--- config.mk ---
export PLATFORM = sky130hd
export DESIGN_NAME = floppy_host_bus_qualifier
export DESIGN_NICKNAME = d
export VERILOG_FILES = /design/src/fhbq_pkg.sv /design/src/fhbq_qual_if.sv /design/src/fhbq_fifo.sv /design/src/fhbq_qualifier.sv /design/src/floppy_host_bus_qualifier.sv
export SDC_FILE = /design/constraint.sdc
export NUM_CORES = 1
export LEC_CHECK = 0
export ABC_CLOCK_PERIOD_IN_PS = 2550
export BUFFER_PORTS_ARGS = -buffer_cell sky130_fd_sc_hd__buf_2
export CORE_MARGIN = 2
export CORE_UTILIZATION = 30
export DETAILED_ROUTE_END_ITERATION = 16
export GPL_TIMING_DRIVEN = 0
export PLACE_DENSITY = 0.56
export SKIP_CTS_REPAIR_TIMING = 1
export SYNTH_ARGS = -nofsm -noshare
export SYNTH_HDL_FRONTEND = slang
export SYNTH_HIERARCHICAL = 1
export SYNTH_SLANG_ARGS = --single-unit
--- constraint.sdc ---
create_clock -name clk -period 2.55 [get_ports clk]
set_clock_uncertainty 0.05 [all_clocks]
set_input_delay 0.3825 -clock clk [delete_from_list [all_inputs] [get_ports clk]]
set_output_delay 0.3825 -clock clk [all_outputs]
set_load 0.02 [all_outputs]
--- src/fhbq_pkg.sv ---
// Purpose: shared constants and types of the floppy host bus qualifier
// Assumes: byte wide host bus, one core clock
// Notes: bit positions of operations and status bytes live here only
package fhbq_pkg;
    localparam int BYTE_W = 8;
    localparam int FIFO_DEPTH = 8;
    localparam int CTL_W = 2;
    localparam int DRV_W = 4;
    // operations register layout
    localparam int OPS_DMA_EN_BIT = 3;
    localparam int OPS_DRV_LSB = 0;
    localparam int OPS_DRV_W = 2;
    localparam int OPS_MOTOR_LSB = 4;
    // main status byte layout
    localparam int MSR_RQM_BIT = 7;
    localparam int MSR_DIO_BIT = 6;
    localparam int MSR_NDMA_BIT = 5;
    localparam int MSR_BUSY_BIT = 4;
    // control readback: media swap status bit
    localparam int CTL_SWAP_BIT = 7;
    localparam logic [7:0] OPS_RESET = 8'h00;
    localparam logic [1:0] CTL_RESET = 2'h0;
    localparam logic [7:0] BYTE_ZERO = 8'h00;

    typedef enum logic [2:0] {
        MODE_BASE = 3'b001,
        MODE_SPECIAL = 3'b010,
        MODE_PCAT = 3'b100
    } fhbq_mode_t;

    typedef enum logic [2:0] {
        ACC_IDLE = 3'b001,
        ACC_READ = 3'b010,
        ACC_WRITE = 3'b100
    } fhbq_acc_t;
endpackage

--- src/fhbq_qual_if.sv ---
// Purpose: carries mode and grant/terminal count qualification signals
// Assumes: all signals synchronous to the core clock
// Notes: top drives the raw side, qualifier drives the qualified side
interface fhbq_qual_if;
    import fhbq_pkg::*;
    fhbq_mode_t mode;
    logic dma_en;
    logic grant_n;
    logic done_in;
    logic exec_dma;
    logic grant_ok;
    logic done_ok;
    modport top (output mode, dma_en, grant_n, done_in, exec_dma, input grant_ok, done_ok);
    modport qual (input mode, dma_en, grant_n, done_in, exec_dma, output grant_ok, done_ok);
endinterface

--- src/fhbq_fifo.sv ---
// Purpose: synchronous FIFO between host writes and the command core
// Assumes: single clock, push ignored when full, pop ignored when empty
// Notes: depth must be a power of two
module fhbq_fifo #(
    parameter int W = 8,
    parameter int DEPTH = 8
) (
    // clock and reset
    input wire logic clk,
    input wire logic rst,
    // fill side
    input wire logic in_valid,
    input wire logic [W-1:0] in_data,
    output logic in_ready,
    // drain side
    output logic out_valid,
    output logic [W-1:0] out_data,
    input wire logic out_ready
);
    localparam int AW = $clog2(DEPTH);
    logic [W-1:0] mem [DEPTH];
    logic [AW-1:0] wp_ff, rp_ff, nxt_wp, nxt_rp;
    logic [AW:0] cnt_ff, nxt_cnt;
    logic push, pop;

    assign in_ready = (cnt_ff != DEPTH[AW:0]);
    assign out_valid = (cnt_ff != '0);
    assign out_data = mem[rp_ff];
    assign push = in_valid && in_ready;
    assign pop = out_valid && out_ready;

    always_comb begin
        nxt_wp = push ? wp_ff + 1'b1 : wp_ff;
        nxt_rp = pop ? rp_ff + 1'b1 : rp_ff;
        nxt_cnt = cnt_ff + {{AW{1'b0}}, push} - {{AW{1'b0}}, pop};
    end

    always_ff @(posedge clk or posedge rst) begin
        if (rst) begin
            wp_ff <= '0;
            rp_ff <= '0;
            cnt_ff <= '0;
        end else begin
            wp_ff <= nxt_wp;
            rp_ff <= nxt_rp;
            cnt_ff <= nxt_cnt;
        end
    end

    // storage carries no reset: contents are only read once counted in
    always_ff @(posedge clk) begin
        if (push) begin
            mem[wp_ff] <= in_data;
        end
    end
endmodule

--- src/fhbq_qualifier.sv ---
// Purpose: qualifies dma grant and terminal count by mode and dma enable
// Assumes: grant is active low, terminal count active high
// Notes: purely combinational, the top registers done_ok and uses grant_ok unregistered
module fhbq_qualifier (
    // qualification signals
    fhbq_qual_if.qual q
);
    import fhbq_pkg::*;
    logic grant_raw;

    assign grant_raw = !q.grant_n;

    always_comb begin
        // base mode honours grant unconditionally; the others need dma enable
        q.grant_ok = grant_raw && (q.mode == MODE_BASE || q.dma_en);
        case (q.mode)
            MODE_BASE: q.done_ok = q.exec_dma ? (q.done_in && grant_raw) : q.done_in;
            MODE_SPECIAL: q.done_ok = q.exec_dma ? (q.done_in && q.grant_ok) : q.done_in;
            MODE_PCAT: q.done_ok = q.done_in && q.grant_ok;
            default: q.done_ok = 1'b0;
        endcase
    end
endmodule

--- src/floppy_host_bus_qualifier.sv ---
// Purpose: host side bus port of a floppy subsystem controller
// Assumes: host strobes and selects are already synchronous to clk
// Notes: the command core sits behind the core_* ports
// Summary of operation
// - Data and status strobes count only while chip select is low; register loads ignore it.
// - Register select high picks data, low picks main status.
// - During a qualified read the data or status byte is driven.
// - A qualified write latches the bus byte into the buffer.
// - Grant acts like chip select with register select high.
// - In special or AT mode grant needs the dma enable bit.
// - Base mode: DMA commands gate terminal count by grant, PIO takes it raw.
// - In AT or special mode, grant gating also needs dma enable.
// - In AT mode terminal count is always gated by grant.
// - PIO commands in AT mode end with an abnormal termination flag.
// - Host byte port is eight bits, bidirectional, three-state.
// - One dma request per byte in DMA execution.
// - Dma request driven in base mode, else only with dma enable.
// - Interrupt on command end and on PIO byte requests.
// - Interrupt driven in base mode, else only with dma enable.
// - Media swap sense and gate inputs are active low.
// - Rate, drive and motor controls sit in latched registers.
// - Four host-visible locations: data, eight-bit main status, operations, control.
// - Operations load takes full byte; control load takes two low bits.
// - Control decode read with gate low puts swap status on bit 7.
// - Reset idles access logic, clears latched registers and requests, forces base mode.
module floppy_host_bus_qualifier (
    // clock and reset
    input wire logic clk,
    input wire logic rst,
    // host strobes and selects
    input wire logic rd_n,
    input wire logic wr_n,
    input wire logic cs_n,
    input wire logic register_select_line,
    input wire logic dma_grant_input_n,
    input wire logic transfer_done_input,
    input wire logic ops_reg_load_decode_n,
    input wire logic ctl_reg_load_decode_n,
    // host byte lines, split
    input wire logic [fhbq_pkg::BYTE_W-1:0] host_byte_lines_i,
    output logic [fhbq_pkg::BYTE_W-1:0] host_byte_lines_o,
    output logic host_byte_lines_oe,
    // request pins, split
    output logic dma_request,
    output logic dma_request_oe,
    output logic int_request,
    output logic int_request_oe,
    // media swap pins
    input wire logic media_swap_gate_n,
    input wire logic media_swap_sense_n,
    // command core status
    input wire fhbq_pkg::fhbq_mode_t core_mode,
    input wire logic core_mode_load,
    input wire logic core_exec_dma,
    input wire logic core_busy,
    input wire logic core_dir_to_host,
    input wire logic [fhbq_pkg::DRV_W-1:0] core_drive_busy,
    input wire logic core_byte_req,
    input wire logic core_cmd_done,
    input wire logic core_irq_clr,
    // command core read data
    input wire logic [fhbq_pkg::BYTE_W-1:0] core_rd_byte,
    input wire logic core_rd_valid,
    output logic core_rd_ack,
    // command core write data stream
    output logic [fhbq_pkg::BYTE_W-1:0] core_wr_byte,
    output logic core_wr_valid,
    input wire logic core_wr_ready,
    output logic host_wr_ready,
    // qualified events and latched controls
    output logic transfer_done_q,
    output logic abnormal_end,
    output fhbq_pkg::fhbq_mode_t current_mode,
    output logic [fhbq_pkg::BYTE_W-1:0] ops_byte,
    output logic [fhbq_pkg::OPS_DRV_W-1:0] drive_select,
    output logic [fhbq_pkg::DRV_W-1:0] motor_on,
    output logic [fhbq_pkg::CTL_W-1:0] data_rate
);
    import fhbq_pkg::*;

    fhbq_qual_if qif ();
    fhbq_mode_t mode_ff, nxt_mode;
    fhbq_acc_t acc_ff, nxt_acc;
    logic [BYTE_W-1:0] ops_ff, nxt_ops, rd_byte_ff, nxt_rd_byte, buf_ff, nxt_buf;
    logic [CTL_W-1:0] ctl_ff, nxt_ctl;
    logic drq_ff, nxt_drq, irq_ff, nxt_irq, abn_ff, nxt_abn;
    logic done_prev_ff, nxt_done_prev, done_pulse_ff, nxt_done_pulse;
    logic rd_ack_ff, nxt_rd_ack;
    logic dma_en, data_sel, status_sel, rd_start, wr_start, push_req;
    logic ops_wr, ctl_wr, ctl_rd, grant_start, oe_on;
    logic [BYTE_W-1:0] status_byte, ctl_read_byte;

    assign dma_en = ops_ff[OPS_DMA_EN_BIT];
    assign qif.mode = mode_ff;
    assign qif.dma_en = dma_en;
    assign qif.grant_n = dma_grant_input_n;
    assign qif.done_in = transfer_done_input;
    assign qif.exec_dma = core_exec_dma;

    fhbq_qualifier u_qual (
        .q(qif.qual)
    );

    // host access decode
    assign data_sel = (!cs_n && register_select_line) || qif.grant_ok;
    assign status_sel = !cs_n && !register_select_line && !qif.grant_ok;
    // control register reads bypass chip select, like its load decode
    assign ctl_rd = !ctl_reg_load_decode_n && !media_swap_gate_n;
    assign rd_start = (acc_ff == ACC_IDLE) && !rd_n && wr_n && (data_sel || status_sel || ctl_rd);
    assign wr_start = (acc_ff == ACC_IDLE) && !wr_n && rd_n;
    assign ops_wr = wr_start && !ops_reg_load_decode_n;
    assign ctl_wr = wr_start && !ctl_reg_load_decode_n;
    // a write to the status location is dropped, never pushed
    assign push_req = wr_start && data_sel;
    assign grant_start = qif.grant_ok && (rd_start || wr_start);

    always_comb begin
        status_byte = BYTE_ZERO;
        status_byte[MSR_RQM_BIT] = core_dir_to_host ? core_rd_valid : host_wr_ready;
        status_byte[MSR_DIO_BIT] = core_dir_to_host;
        status_byte[MSR_NDMA_BIT] = core_busy && !core_exec_dma;
        status_byte[MSR_BUSY_BIT] = core_busy;
        status_byte[DRV_W-1:0] = core_drive_busy;
        ctl_read_byte = BYTE_ZERO;
        ctl_read_byte[CTL_SWAP_BIT] = !media_swap_sense_n;
    end

    // access sequencer: one capture per strobe, held until release
    always_comb begin
        nxt_rd_byte = rd_byte_ff;
        nxt_rd_ack = 1'b0;
        case (acc_ff)
            ACC_IDLE: begin
                nxt_acc = rd_start ? ACC_READ : (wr_start ? ACC_WRITE : ACC_IDLE);
                if (rd_start) begin
                    if (data_sel) begin
                        nxt_rd_byte = core_rd_byte;
                        nxt_rd_ack = 1'b1;
                    end else if (status_sel) begin
                        nxt_rd_byte = status_byte;
                    end else begin
                        nxt_rd_byte = ctl_read_byte;
                    end
                end
            end
            ACC_READ: nxt_acc = rd_n ? ACC_IDLE : ACC_READ;
            ACC_WRITE: nxt_acc = wr_n ? ACC_IDLE : ACC_WRITE;
            default: nxt_acc = ACC_IDLE;
        endcase
    end

    always_comb begin
        nxt_mode = mode_ff;
        if (core_mode_load) begin
            case (core_mode)
                MODE_BASE, MODE_SPECIAL, MODE_PCAT: nxt_mode = core_mode;
                default: nxt_mode = MODE_BASE;
            endcase
        end
        nxt_ops = ops_wr ? host_byte_lines_i : ops_ff;
        nxt_ctl = ctl_wr ? host_byte_lines_i[CTL_W-1:0] : ctl_ff;
        nxt_buf = push_req ? host_byte_lines_i : buf_ff;
        // hardware set wins over the clear in the same cycle
        nxt_drq = (core_byte_req && core_exec_dma) || (drq_ff && !grant_start);
        nxt_irq = core_cmd_done || (core_byte_req && !core_exec_dma) || (irq_ff && !core_irq_clr);
        if (core_cmd_done) begin
            nxt_abn = (mode_ff == MODE_PCAT) && !core_exec_dma;
        end else begin
            nxt_abn = abn_ff && !core_irq_clr;
        end
        nxt_done_prev = qif.done_ok;
        nxt_done_pulse = qif.done_ok && !done_prev_ff;
    end

    always_ff @(posedge clk or posedge rst) begin
        if (rst) begin
            mode_ff <= MODE_BASE;
            acc_ff <= ACC_IDLE;
            ops_ff <= OPS_RESET;
            ctl_ff <= CTL_RESET;
            buf_ff <= BYTE_ZERO;
            rd_byte_ff <= BYTE_ZERO;
            rd_ack_ff <= 1'b0;
            drq_ff <= 1'b0;
            irq_ff <= 1'b0;
            abn_ff <= 1'b0;
            done_prev_ff <= 1'b0;
            done_pulse_ff <= 1'b0;
        end else begin
            mode_ff <= nxt_mode;
            acc_ff <= nxt_acc;
            ops_ff <= nxt_ops;
            ctl_ff <= nxt_ctl;
            buf_ff <= nxt_buf;
            rd_byte_ff <= nxt_rd_byte;
            rd_ack_ff <= nxt_rd_ack;
            drq_ff <= nxt_drq;
            irq_ff <= nxt_irq;
            abn_ff <= nxt_abn;
            done_prev_ff <= nxt_done_prev;
            done_pulse_ff <= nxt_done_pulse;
        end
    end

    // the push sits one cycle behind the strobe, from the buffer register
    logic push_ff, nxt_push;
    assign nxt_push = push_req;
    always_ff @(posedge clk or posedge rst) begin
        if (rst) begin
            push_ff <= 1'b0;
        end else begin
            push_ff <= nxt_push;
        end
    end

    // a full fifo shows as not-ready in status; bytes pushed then are lost
    fhbq_fifo #(
        .W(BYTE_W),
        .DEPTH(FIFO_DEPTH)
    ) u_wr_fifo (
        .clk(clk),
        .rst(rst),
        .in_valid(push_ff),
        .in_data(buf_ff),
        .in_ready(host_wr_ready),
        .out_valid(core_wr_valid),
        .out_data(core_wr_byte),
        .out_ready(core_wr_ready)
    );

    assign oe_on = (acc_ff == ACC_READ);
    assign host_byte_lines_oe = oe_on;
    assign host_byte_lines_o = rd_byte_ff;
    assign dma_request = drq_ff;
    assign dma_request_oe = (mode_ff == MODE_BASE) || dma_en;
    assign int_request = irq_ff;
    assign int_request_oe = (mode_ff == MODE_BASE) || dma_en;
    assign core_rd_ack = rd_ack_ff;
    assign transfer_done_q = done_pulse_ff;
    assign abnormal_end = abn_ff;
    assign current_mode = mode_ff;
    assign ops_byte = ops_ff;
    assign drive_select = ops_ff[OPS_DRV_LSB +: OPS_DRV_W];
    assign motor_on = ops_ff[OPS_MOTOR_LSB +: DRV_W];
    assign data_rate = ctl_ff;

    a_read_drive: assert property (@(posedge clk) disable iff (rst)
        rd_start |=> host_byte_lines_oe until_with rd_n)
        else $error("read strobe not driven");
    a_read_bound: assert property (@(posedge clk) disable iff (rst)
        host_byte_lines_oe |-> $past(!rd_n))
        else $error("bus driven without read strobe");
    a_write_select: assert property (@(posedge clk) disable iff (rst)
        push_ff |-> $past(!cs_n || qif.grant_ok))
        else $error("write taken without select");
    a_status_nowrite: assert property (@(posedge clk) disable iff (rst)
        (wr_start && status_sel) |=> !push_ff)
        else $error("status location write pushed");
    a_write_latch: assert property (@(posedge clk) disable iff (rst)
        push_req |=> (buf_ff == $past(host_byte_lines_i)) && push_ff)
        else $error("write byte not latched");
    a_ctl_load: assert property (@(posedge clk) disable iff (rst)
        ctl_wr |=> data_rate == $past(host_byte_lines_i[CTL_W-1:0]))
        else $error("control bits not loaded");
    a_drq_gate: assert property (@(posedge clk) disable iff (rst)
        (mode_ff != MODE_BASE && !ops_ff[OPS_DMA_EN_BIT]) |-> !dma_request_oe && !int_request_oe)
        else $error("request pins driven while gated");
    a_drq_once: assert property (@(posedge clk) disable iff (rst)
        (dma_request && grant_start && !core_byte_req) |=> !dma_request)
        else $error("dma request not cleared by grant");
    a_irq_done: assert property (@(posedge clk) disable iff (rst)
        core_cmd_done |=> int_request)
        else $error("no interrupt at command end");
    a_abn_pio: assert property (@(posedge clk) disable iff (rst)
        (core_cmd_done && mode_ff == MODE_PCAT && !core_exec_dma) |=> abnormal_end)
        else $error("missing abnormal termination");
    // the pulse is registered once, so its cause sits exactly one cycle back
    a_done_atmode: assert property (@(posedge clk) disable iff (rst)
        (transfer_done_q && $past(mode_ff) == MODE_PCAT)
        |-> $past(!dma_grant_input_n && dma_en))
        else $error("terminal count not gated by grant");
    a_mode_base: assert property (@(posedge clk)
        $fell(rst) |-> current_mode == MODE_BASE && !dma_request && !int_request)
        else $error("reset did not force base mode");
    a_grant_gate: assert property (@(posedge clk) disable iff (rst)
        (mode_ff != MODE_BASE && !dma_en) |-> !qif.grant_ok)
        else $error("grant honoured without dma enable");
    a_grant_data: assert property (@(posedge clk) disable iff (rst)
        (qif.grant_ok && rd_start) |=> host_byte_lines_o == $past(core_rd_byte))
        else $error("grant read did not return data byte");
    a_done_base: assert property (@(posedge clk) disable iff (rst)
        (mode_ff == MODE_BASE && !core_exec_dma && transfer_done_input && !done_prev_ff)
        |=> transfer_done_q)
        else $error("programmed transfer end not taken");
    a_req_base_oe: assert property (@(posedge clk) disable iff (rst)
        mode_ff == MODE_BASE |-> dma_request_oe && int_request_oe)
        else $error("request pins not driven in base mode");
    a_irq_pio: assert property (@(posedge clk) disable iff (rst)
        (core_byte_req && !core_exec_dma) |=> int_request)
        else $error("no interrupt for programmed byte");

    c_dma_read: cover property (@(posedge clk) disable iff (rst) grant_start && rd_start);
    c_pio_write: cover property (@(posedge clk) disable iff (rst) push_req && !qif.grant_ok);
    c_done_pulse: cover property (@(posedge clk) disable iff (rst) transfer_done_q);
    c_fifo_full: cover property (@(posedge clk) disable iff (rst) !host_wr_ready);
endmodule

Word-level counts from Yosys, hierarchy flattened
Memories as Yosys holds them, arrays and structs flattened.
Index checks and enable logic that the tools add are counted.
{"block": "totals", "ff_bits": 49, "latch_bits": 0, "ramBits": 64, "mem_bits_ro": 0, "input_bits": 44, "output_inout_bits": 45, "elab_cells": 100, "n_memories": 1}
{"memory": "u_wr_fifo.mem", "words": 8, "width": 8, "read_ports": 1, "rd_clocked_by_memory_dff": 0, "write_ports": 1, "line_no": "fhbq_fifo.sv:21", "text": "logic [W-1:0] mem [DEPTH];"}
{"block": "op_classes", "add_sub_neg": 4, "multipliers": 0, "div_mod_pow": 0, "magnitude_cmp": 0, "eq_ne": 10, "n_shift": 0, "n_mux": 18, "n_bitwise": 0, "n_reduce_logical": 51}
{"operator": "$logic_and A1 B1 Y1", "count": 26}
{"operator": "$mux W8", "count": 2}
{"operator": "$logic_not A1 Y1", "count": 14}
{"operator": "$mux W3", "count": 4}
{"operator": "$eq A3 B1 Y1 const B", "count": 3}
{"operator": "$eq A3 B2 Y1 const B", "count": 3}
{"operator": "$eq A3 B3 Y1 const B", "count": 3}
{"operator": "$mux W1", "count": 9}
{"operator": "$pmux W3 S3", "count": 1}
{"operator": "$logic_or A1 B1 Y1", "count": 8}
{"operator": "$add A3 B1 Y3 const B", "count": 2}
{"operator": "$add A4 B1 Y4", "count": 1}
{"operator": "$ne A4 B4 Y1 const B", "count": 1}
{"operator": "$reduce_bool A4 Y1", "count": 1}
{"operator": "$sub A4 B1 Y4", "count": 1}
{"operator": "$pmux W1 S3", "count": 1}
{"operator": "$reduce_or A3 Y1", "count": 1}
{"operator": "$mux W2", "count": 1}
{"operator": "$reduce_and A2 Y1", "count": 1}

Logic depth before layout (Yosys ltp)
{"block": "logic_depth", "depth_word": 13, "mapped_depth": 11, "depth_no_buf": 11}

Hierarchy
Netlist, hierarchy kept.
{"module": "fhbq_fifo", "instances": 1, "cells_per_inst": 149, "area_each_um2": 3060.4, "seq_area_each_um2": 2172.1}
{"module": "floppy_host_bus_qualifier", "instances": 1, "cells_per_inst": 151, "area_each_um2": 1815.5, "seq_area_each_um2": 978.4}
{"module": "fhbq_qualifier", "instances": 1, "cells_per_inst": 15, "area_each_um2": 83.8, "seq_area_each_um2": 0.0}

Worst setup path before layout
No wires, ideal clock.
{"block": "synth_timing", "path_kind": "reg-to-reg", "startpoint": "register u_wr_fifo.cnt_ff[2]", "endpoint": "register u_wr_fifo.cnt_ff[2]", "setup_ns": 0.122, "arrival_time_ns": 2.272, "required_time_ns": 2.378, "slack_ns": 0.105, "stages_incl_launch_ff": 11, "cell_sequence": "dfrtp_1 inv_1 ha_1 or3b_2 nand2_1 inv_1 ha_1 inv_1 ha_1 fa_1 xor2_1"}
{"block": "synth_between", "word_cells_on_any_way": 6}
{"item": "start: declaration", "line_no": "fhbq_fifo.sv:23", "text": "logic [AW:0] cnt_ff, nxt_cnt;"}
{"item": "start signal: assignment", "line_no": "fhbq_fifo.sv:46", "text": "cnt_ff <= nxt_cnt;"}
{"item": "$reduce_bool A4 Y1", "line_no": "fhbq_fifo.sv:27", "text": "assign out_valid = (cnt_ff != '0);"}
{"item": "named net core_wr_valid", "line_no": "floppy_host_bus_qualifier.sv:67", "text": "output logic core_wr_valid,"}
{"item": "$logic_and A1 B1 Y1", "line_no": "fhbq_fifo.sv:30", "text": "assign pop = out_valid && out_ready;"}
{"item": "named net u_wr_fifo.pop", "line_no": "fhbq_fifo.sv:24", "text": "logic push, pop;"}
{"item": "$sub A4 B1 Y4", "line_no": "fhbq_fifo.sv:35", "text": "nxt_cnt = cnt_ff + {{AW{1'b0}}, push} - {{AW{1'b0}}, pop};"}
{"item": "named net u_wr_fifo.nxt_cnt[2]", "line_no": "fhbq_fifo.sv:23"}
The timed path passes the listed nets, and every way through them passes these cells.
A chain may end at the register's enable or synchronous reset.

Worst setup path after layout
{"block": "layout_timing", "startpoint": "register u_wr_fifo.rp_ff[0]", "endpoint": "output port core_wr_byte[0] (netlist bit)"}
{"block": "layout_between", "elab_chain_len": 1}
{"item": "start: declaration", "line_no": "fhbq_fifo.sv:22", "text": "logic [AW-1:0] wp_ff, rp_ff, nxt_wp, nxt_rp;"}
{"item": "start signal: assignment", "line_no": "fhbq_fifo.sv:45", "text": "rp_ff <= nxt_rp;"}
{"item": "$mem_v2 Z8 W8"}
{"item": "end: declaration", "line_no": "floppy_host_bus_qualifier.sv:66", "text": "output logic [fhbq_pkg::BYTE_W-1:0] core_wr_byte,"}
No other way between the ends.

==> flow_metrics.tcl <==
set metrics [dict create \
    synth_edf_count 64 \
    fp.dieH_um 133 \
    syn_area_per_cell_um2 15.7 \
    cts_inserted_buffers 17 \
    r2r_cells 10 \
    cp.required_ns 2.12 \
    p_leak_uw 0.00261 \
    clk_pin_slew_ns 0.06 \
    whs_endpoint "int_request" \
    ys_async_sr_fraction_pct 43.4 \
    min_period_ns 2.50 \
    synthToLayoutAreaGrowth_pct 27.5 \
    timing.slew.headroom_pct 37.4 \
    timing.rr.end "u_wr_fifo/cnt_ff[3]" \
    seq_power_share_pct 38.8 \
    ir_drop_mv 0.493 \
    startpoint_type "flip-flop" \
    p_clk_share_pct 32.5 \
    wire_per_inst_um 16.1 \
    diodes 0 \
    combinationalPowerShare_pct 28.7 \
    setup_tns_ns 0 \
    p_switching_uw 2290 \
    r2r_setup_slack_ns 0.11 \
    drive_gt1_share_pct 40.3 \
    h-tree-depth 4 \
    ys_ff_latch 113 \
    status "complete, no violations" \
    io_pins 89 \
    cts_tree "yes" \
    power.density_nw_per_um2 1120 \
    p_int_uw 4820 \
    viasPerCell 4.68 \
    setup_ws_ns 0.0537 \
    hpwl_mm 7.29 \
    routed_wl_mm 10.6 \
    vias 3074 \
    whs_path_depth 2 \
    worstSkewPairLatency_ns 0.42 \
    slew_violations 0 \
    clock_path_buffers 2 \
    ant_nets 0 \
    endpoint_kind "primary output" \
    drt_iter0_markers 219 \
    holdCritPathClass "input port to flip-flop" \
    setup_viol 0 \
    hp-start "core_irq_clr" \
    yosysWarnings 6 \
    tightest_slew_ns 0.934 \
    place_ws_ns -0.295 \
    fin_nets 477 \
    hold_viol 0 \
    period_share_pct 97.9 \
    syn_nets 368 \
    num_rows 47 \
    layoutNonFillerInstCount 657 \
    gp_congestion 0.761 \
    grt_pass1_vias 3106 \
    power.share.switching_pct 32.2 \
    drv_cap 0 \
    gr-total-overflow 0 \
    die_w_um 133 \
    fmax_ghz 0.401 \
    drc 0 \
    dp_cells 624 \
    antenna_found_initial 0 \
    ys_seq_area_share_pct 63.5 \
    r2r_start "u_wr_fifo/cnt_ff[2]" \
    arrival_ns 2.06 \
    initial_utilization_pct 30.3 \
    grt_usage_pct 12.7 \
    clock-root-buffer "clkbuf_16" \
    core_um2 16300 \
    synth.distinct_cells 51 \
    first_pass_iters 6 \
    syn_inst 315 \
    critical_path_class "flip-flop to primary output" \
    crit_fanout 10 \
    grt_max_degree 40 \
    synth_top_flop_cell "edfxtp_1" \
    clock_sinks 113 \
    io_buffers 88 \
    netlist_area_um2 4960 \
    grt_pass1_wl_mm 16.6 \
    dieArea_um2 17600 \
    startpoint "u_wr_fifo/rp_ff[0]" \
]
flip-flops by register name, summed over array words and instances, names as in the netlist:
signal             flops
current_mode           3
int_request            1
buf_ff                 8
host_byte_lines_o      8
abnormal_end           1
u_wr_fifo/mem         64
u_wr_fifo/rp_ff        3
transfer_done_q        1
dma_request            1
data_rate              2
u_wr_fifo/wp_ff        3
done_prev_ff           1
u_wr_fifo/cnt_ff       4
acc_ff                 3
push_ff                1
core_rd_ack            1
ops_byte               8
worst max-delay path by stage:
| stage | to | slack [ns] | cells after the start |
|---|---|---|---|
| floorplan | u_wr_fifo/cnt_ff[2] | 0.11 | 10 |
| global placement | u_wr_fifo/mem[1][4] | -0.17 | 6 |
| detailed placement | u_wr_fifo/mem[1][4] | -0.29 | 6 |
| CTS | u_wr_fifo/mem[1][1] | -0.31 | 6 |
| global route | core_wr_byte[5] | -0.002 | 5 |
| finish | core_wr_byte[0] | 0.05 | 5 |
cells in the mapped netlist, drive strengths merged (2+ instances only):
master	n	share of area (%)
nand3b	2	0.30
dfrtp	47	24
nor3	4	0.40
nor3b	3	0.68
or3b	2	0.35
a211oi	3	0.45
nor2b	4	0.50
a21o	2	0.30
buf	12	2.1
inv	16	1.2
nand3	5	0.76
a2bb2oi	2	0.35
mux4	16	8.5
nand2b	5	0.63
nor2	18	1.7
mux2	28	6.4
dfstp	2	1.1
o21ai	12	1.2
xnor2	5	0.88
nand2	13	1.1
o211ai	4	0.88
a22oi	5	0.76
a22o	7	1.2
ha	8	2.0
edfxtp	64	39
a21oi	7	0.71
clkbuf	4	0.30
xor2	3	0.53
stage by stage:
stage               hold WS, ns  util [%]  cell area (µm²)  power [µW]
finish                    0.104      38.7             6330        7110
CTS                     -0.0835      38.4             6280        7170
global route              0.108      38.7             6330        7480
detailed placement        0.344      34.8             5700        4830
global placement          0.340      34.7             5680        4740
floorplan                 0.173         -             4960        4130
cells in the final DEF, fill, tap and decap left out, drive strengths merged, types with 6 or more instances in the layout:
master and instances:
ha 8, nor2 18, dfrtp 47, edfxtp 64
mux2 28, inv 19, a21oi 7, a22o 7
nand2 13, o21ai 12, clkinv 6, clkbuf 20
buf 102, mux4 16
power by group through the flow:
| stage | Clock (µW) | Combinational (µW) | Sequential, µW |
|---|---|---|---|
| floorplan | 0 | 1310 | 2820 |
| global placement | 0 | 2010 | 2730 |
| detailed placement | 0 | 2070 | 2760 |
| CTS | 2360 | 2080 | 2730 |
| global route | 2440 | 2210 | 2830 |
| finish | 2310 | 2040 | 2760 |
cells by family after synthesis:
family / share of synthesized area [%]
DFF: 63.5
buffers and inverters: 3.61
xor gates and xnor gates: 1.41
muxes: 15.0
AOI/OAI and AO/OA: 6.71
and+or+nand+nor: 7.29
adders and majority gates: 2.42
critical path, cell delays in order, from the launching register on:
cell and delay, ns:
dfrtp_1 0.36, buf_6 0.12, buf_12 0.14, mux4_1 0.56, mux2_2 0.31, buf_2 0.17
layout make-up:
class	count	area (µm²)
Clock inverter	15	160
Tap cell	220	275
Sequential cell	113	3150
Buffer	14	115
Multi-Input combinational cell	170	1650
Fill cell	1587	10000
Timing Repair Buffer	92	485
Inverter	16	60.1
Clock buffer	17	425
routing by layer:
layer  up-vias  part of all wire (%)  track usage (%)
li1       1420                     -                -
met1      1541                    41             14.5
met2        95                    53             21.8
met3        18                   4.5             3.87
met4         0                   1.7             6.03
met5         -                     0                0
Note: power is estimated with default switching activity, not from simulation.
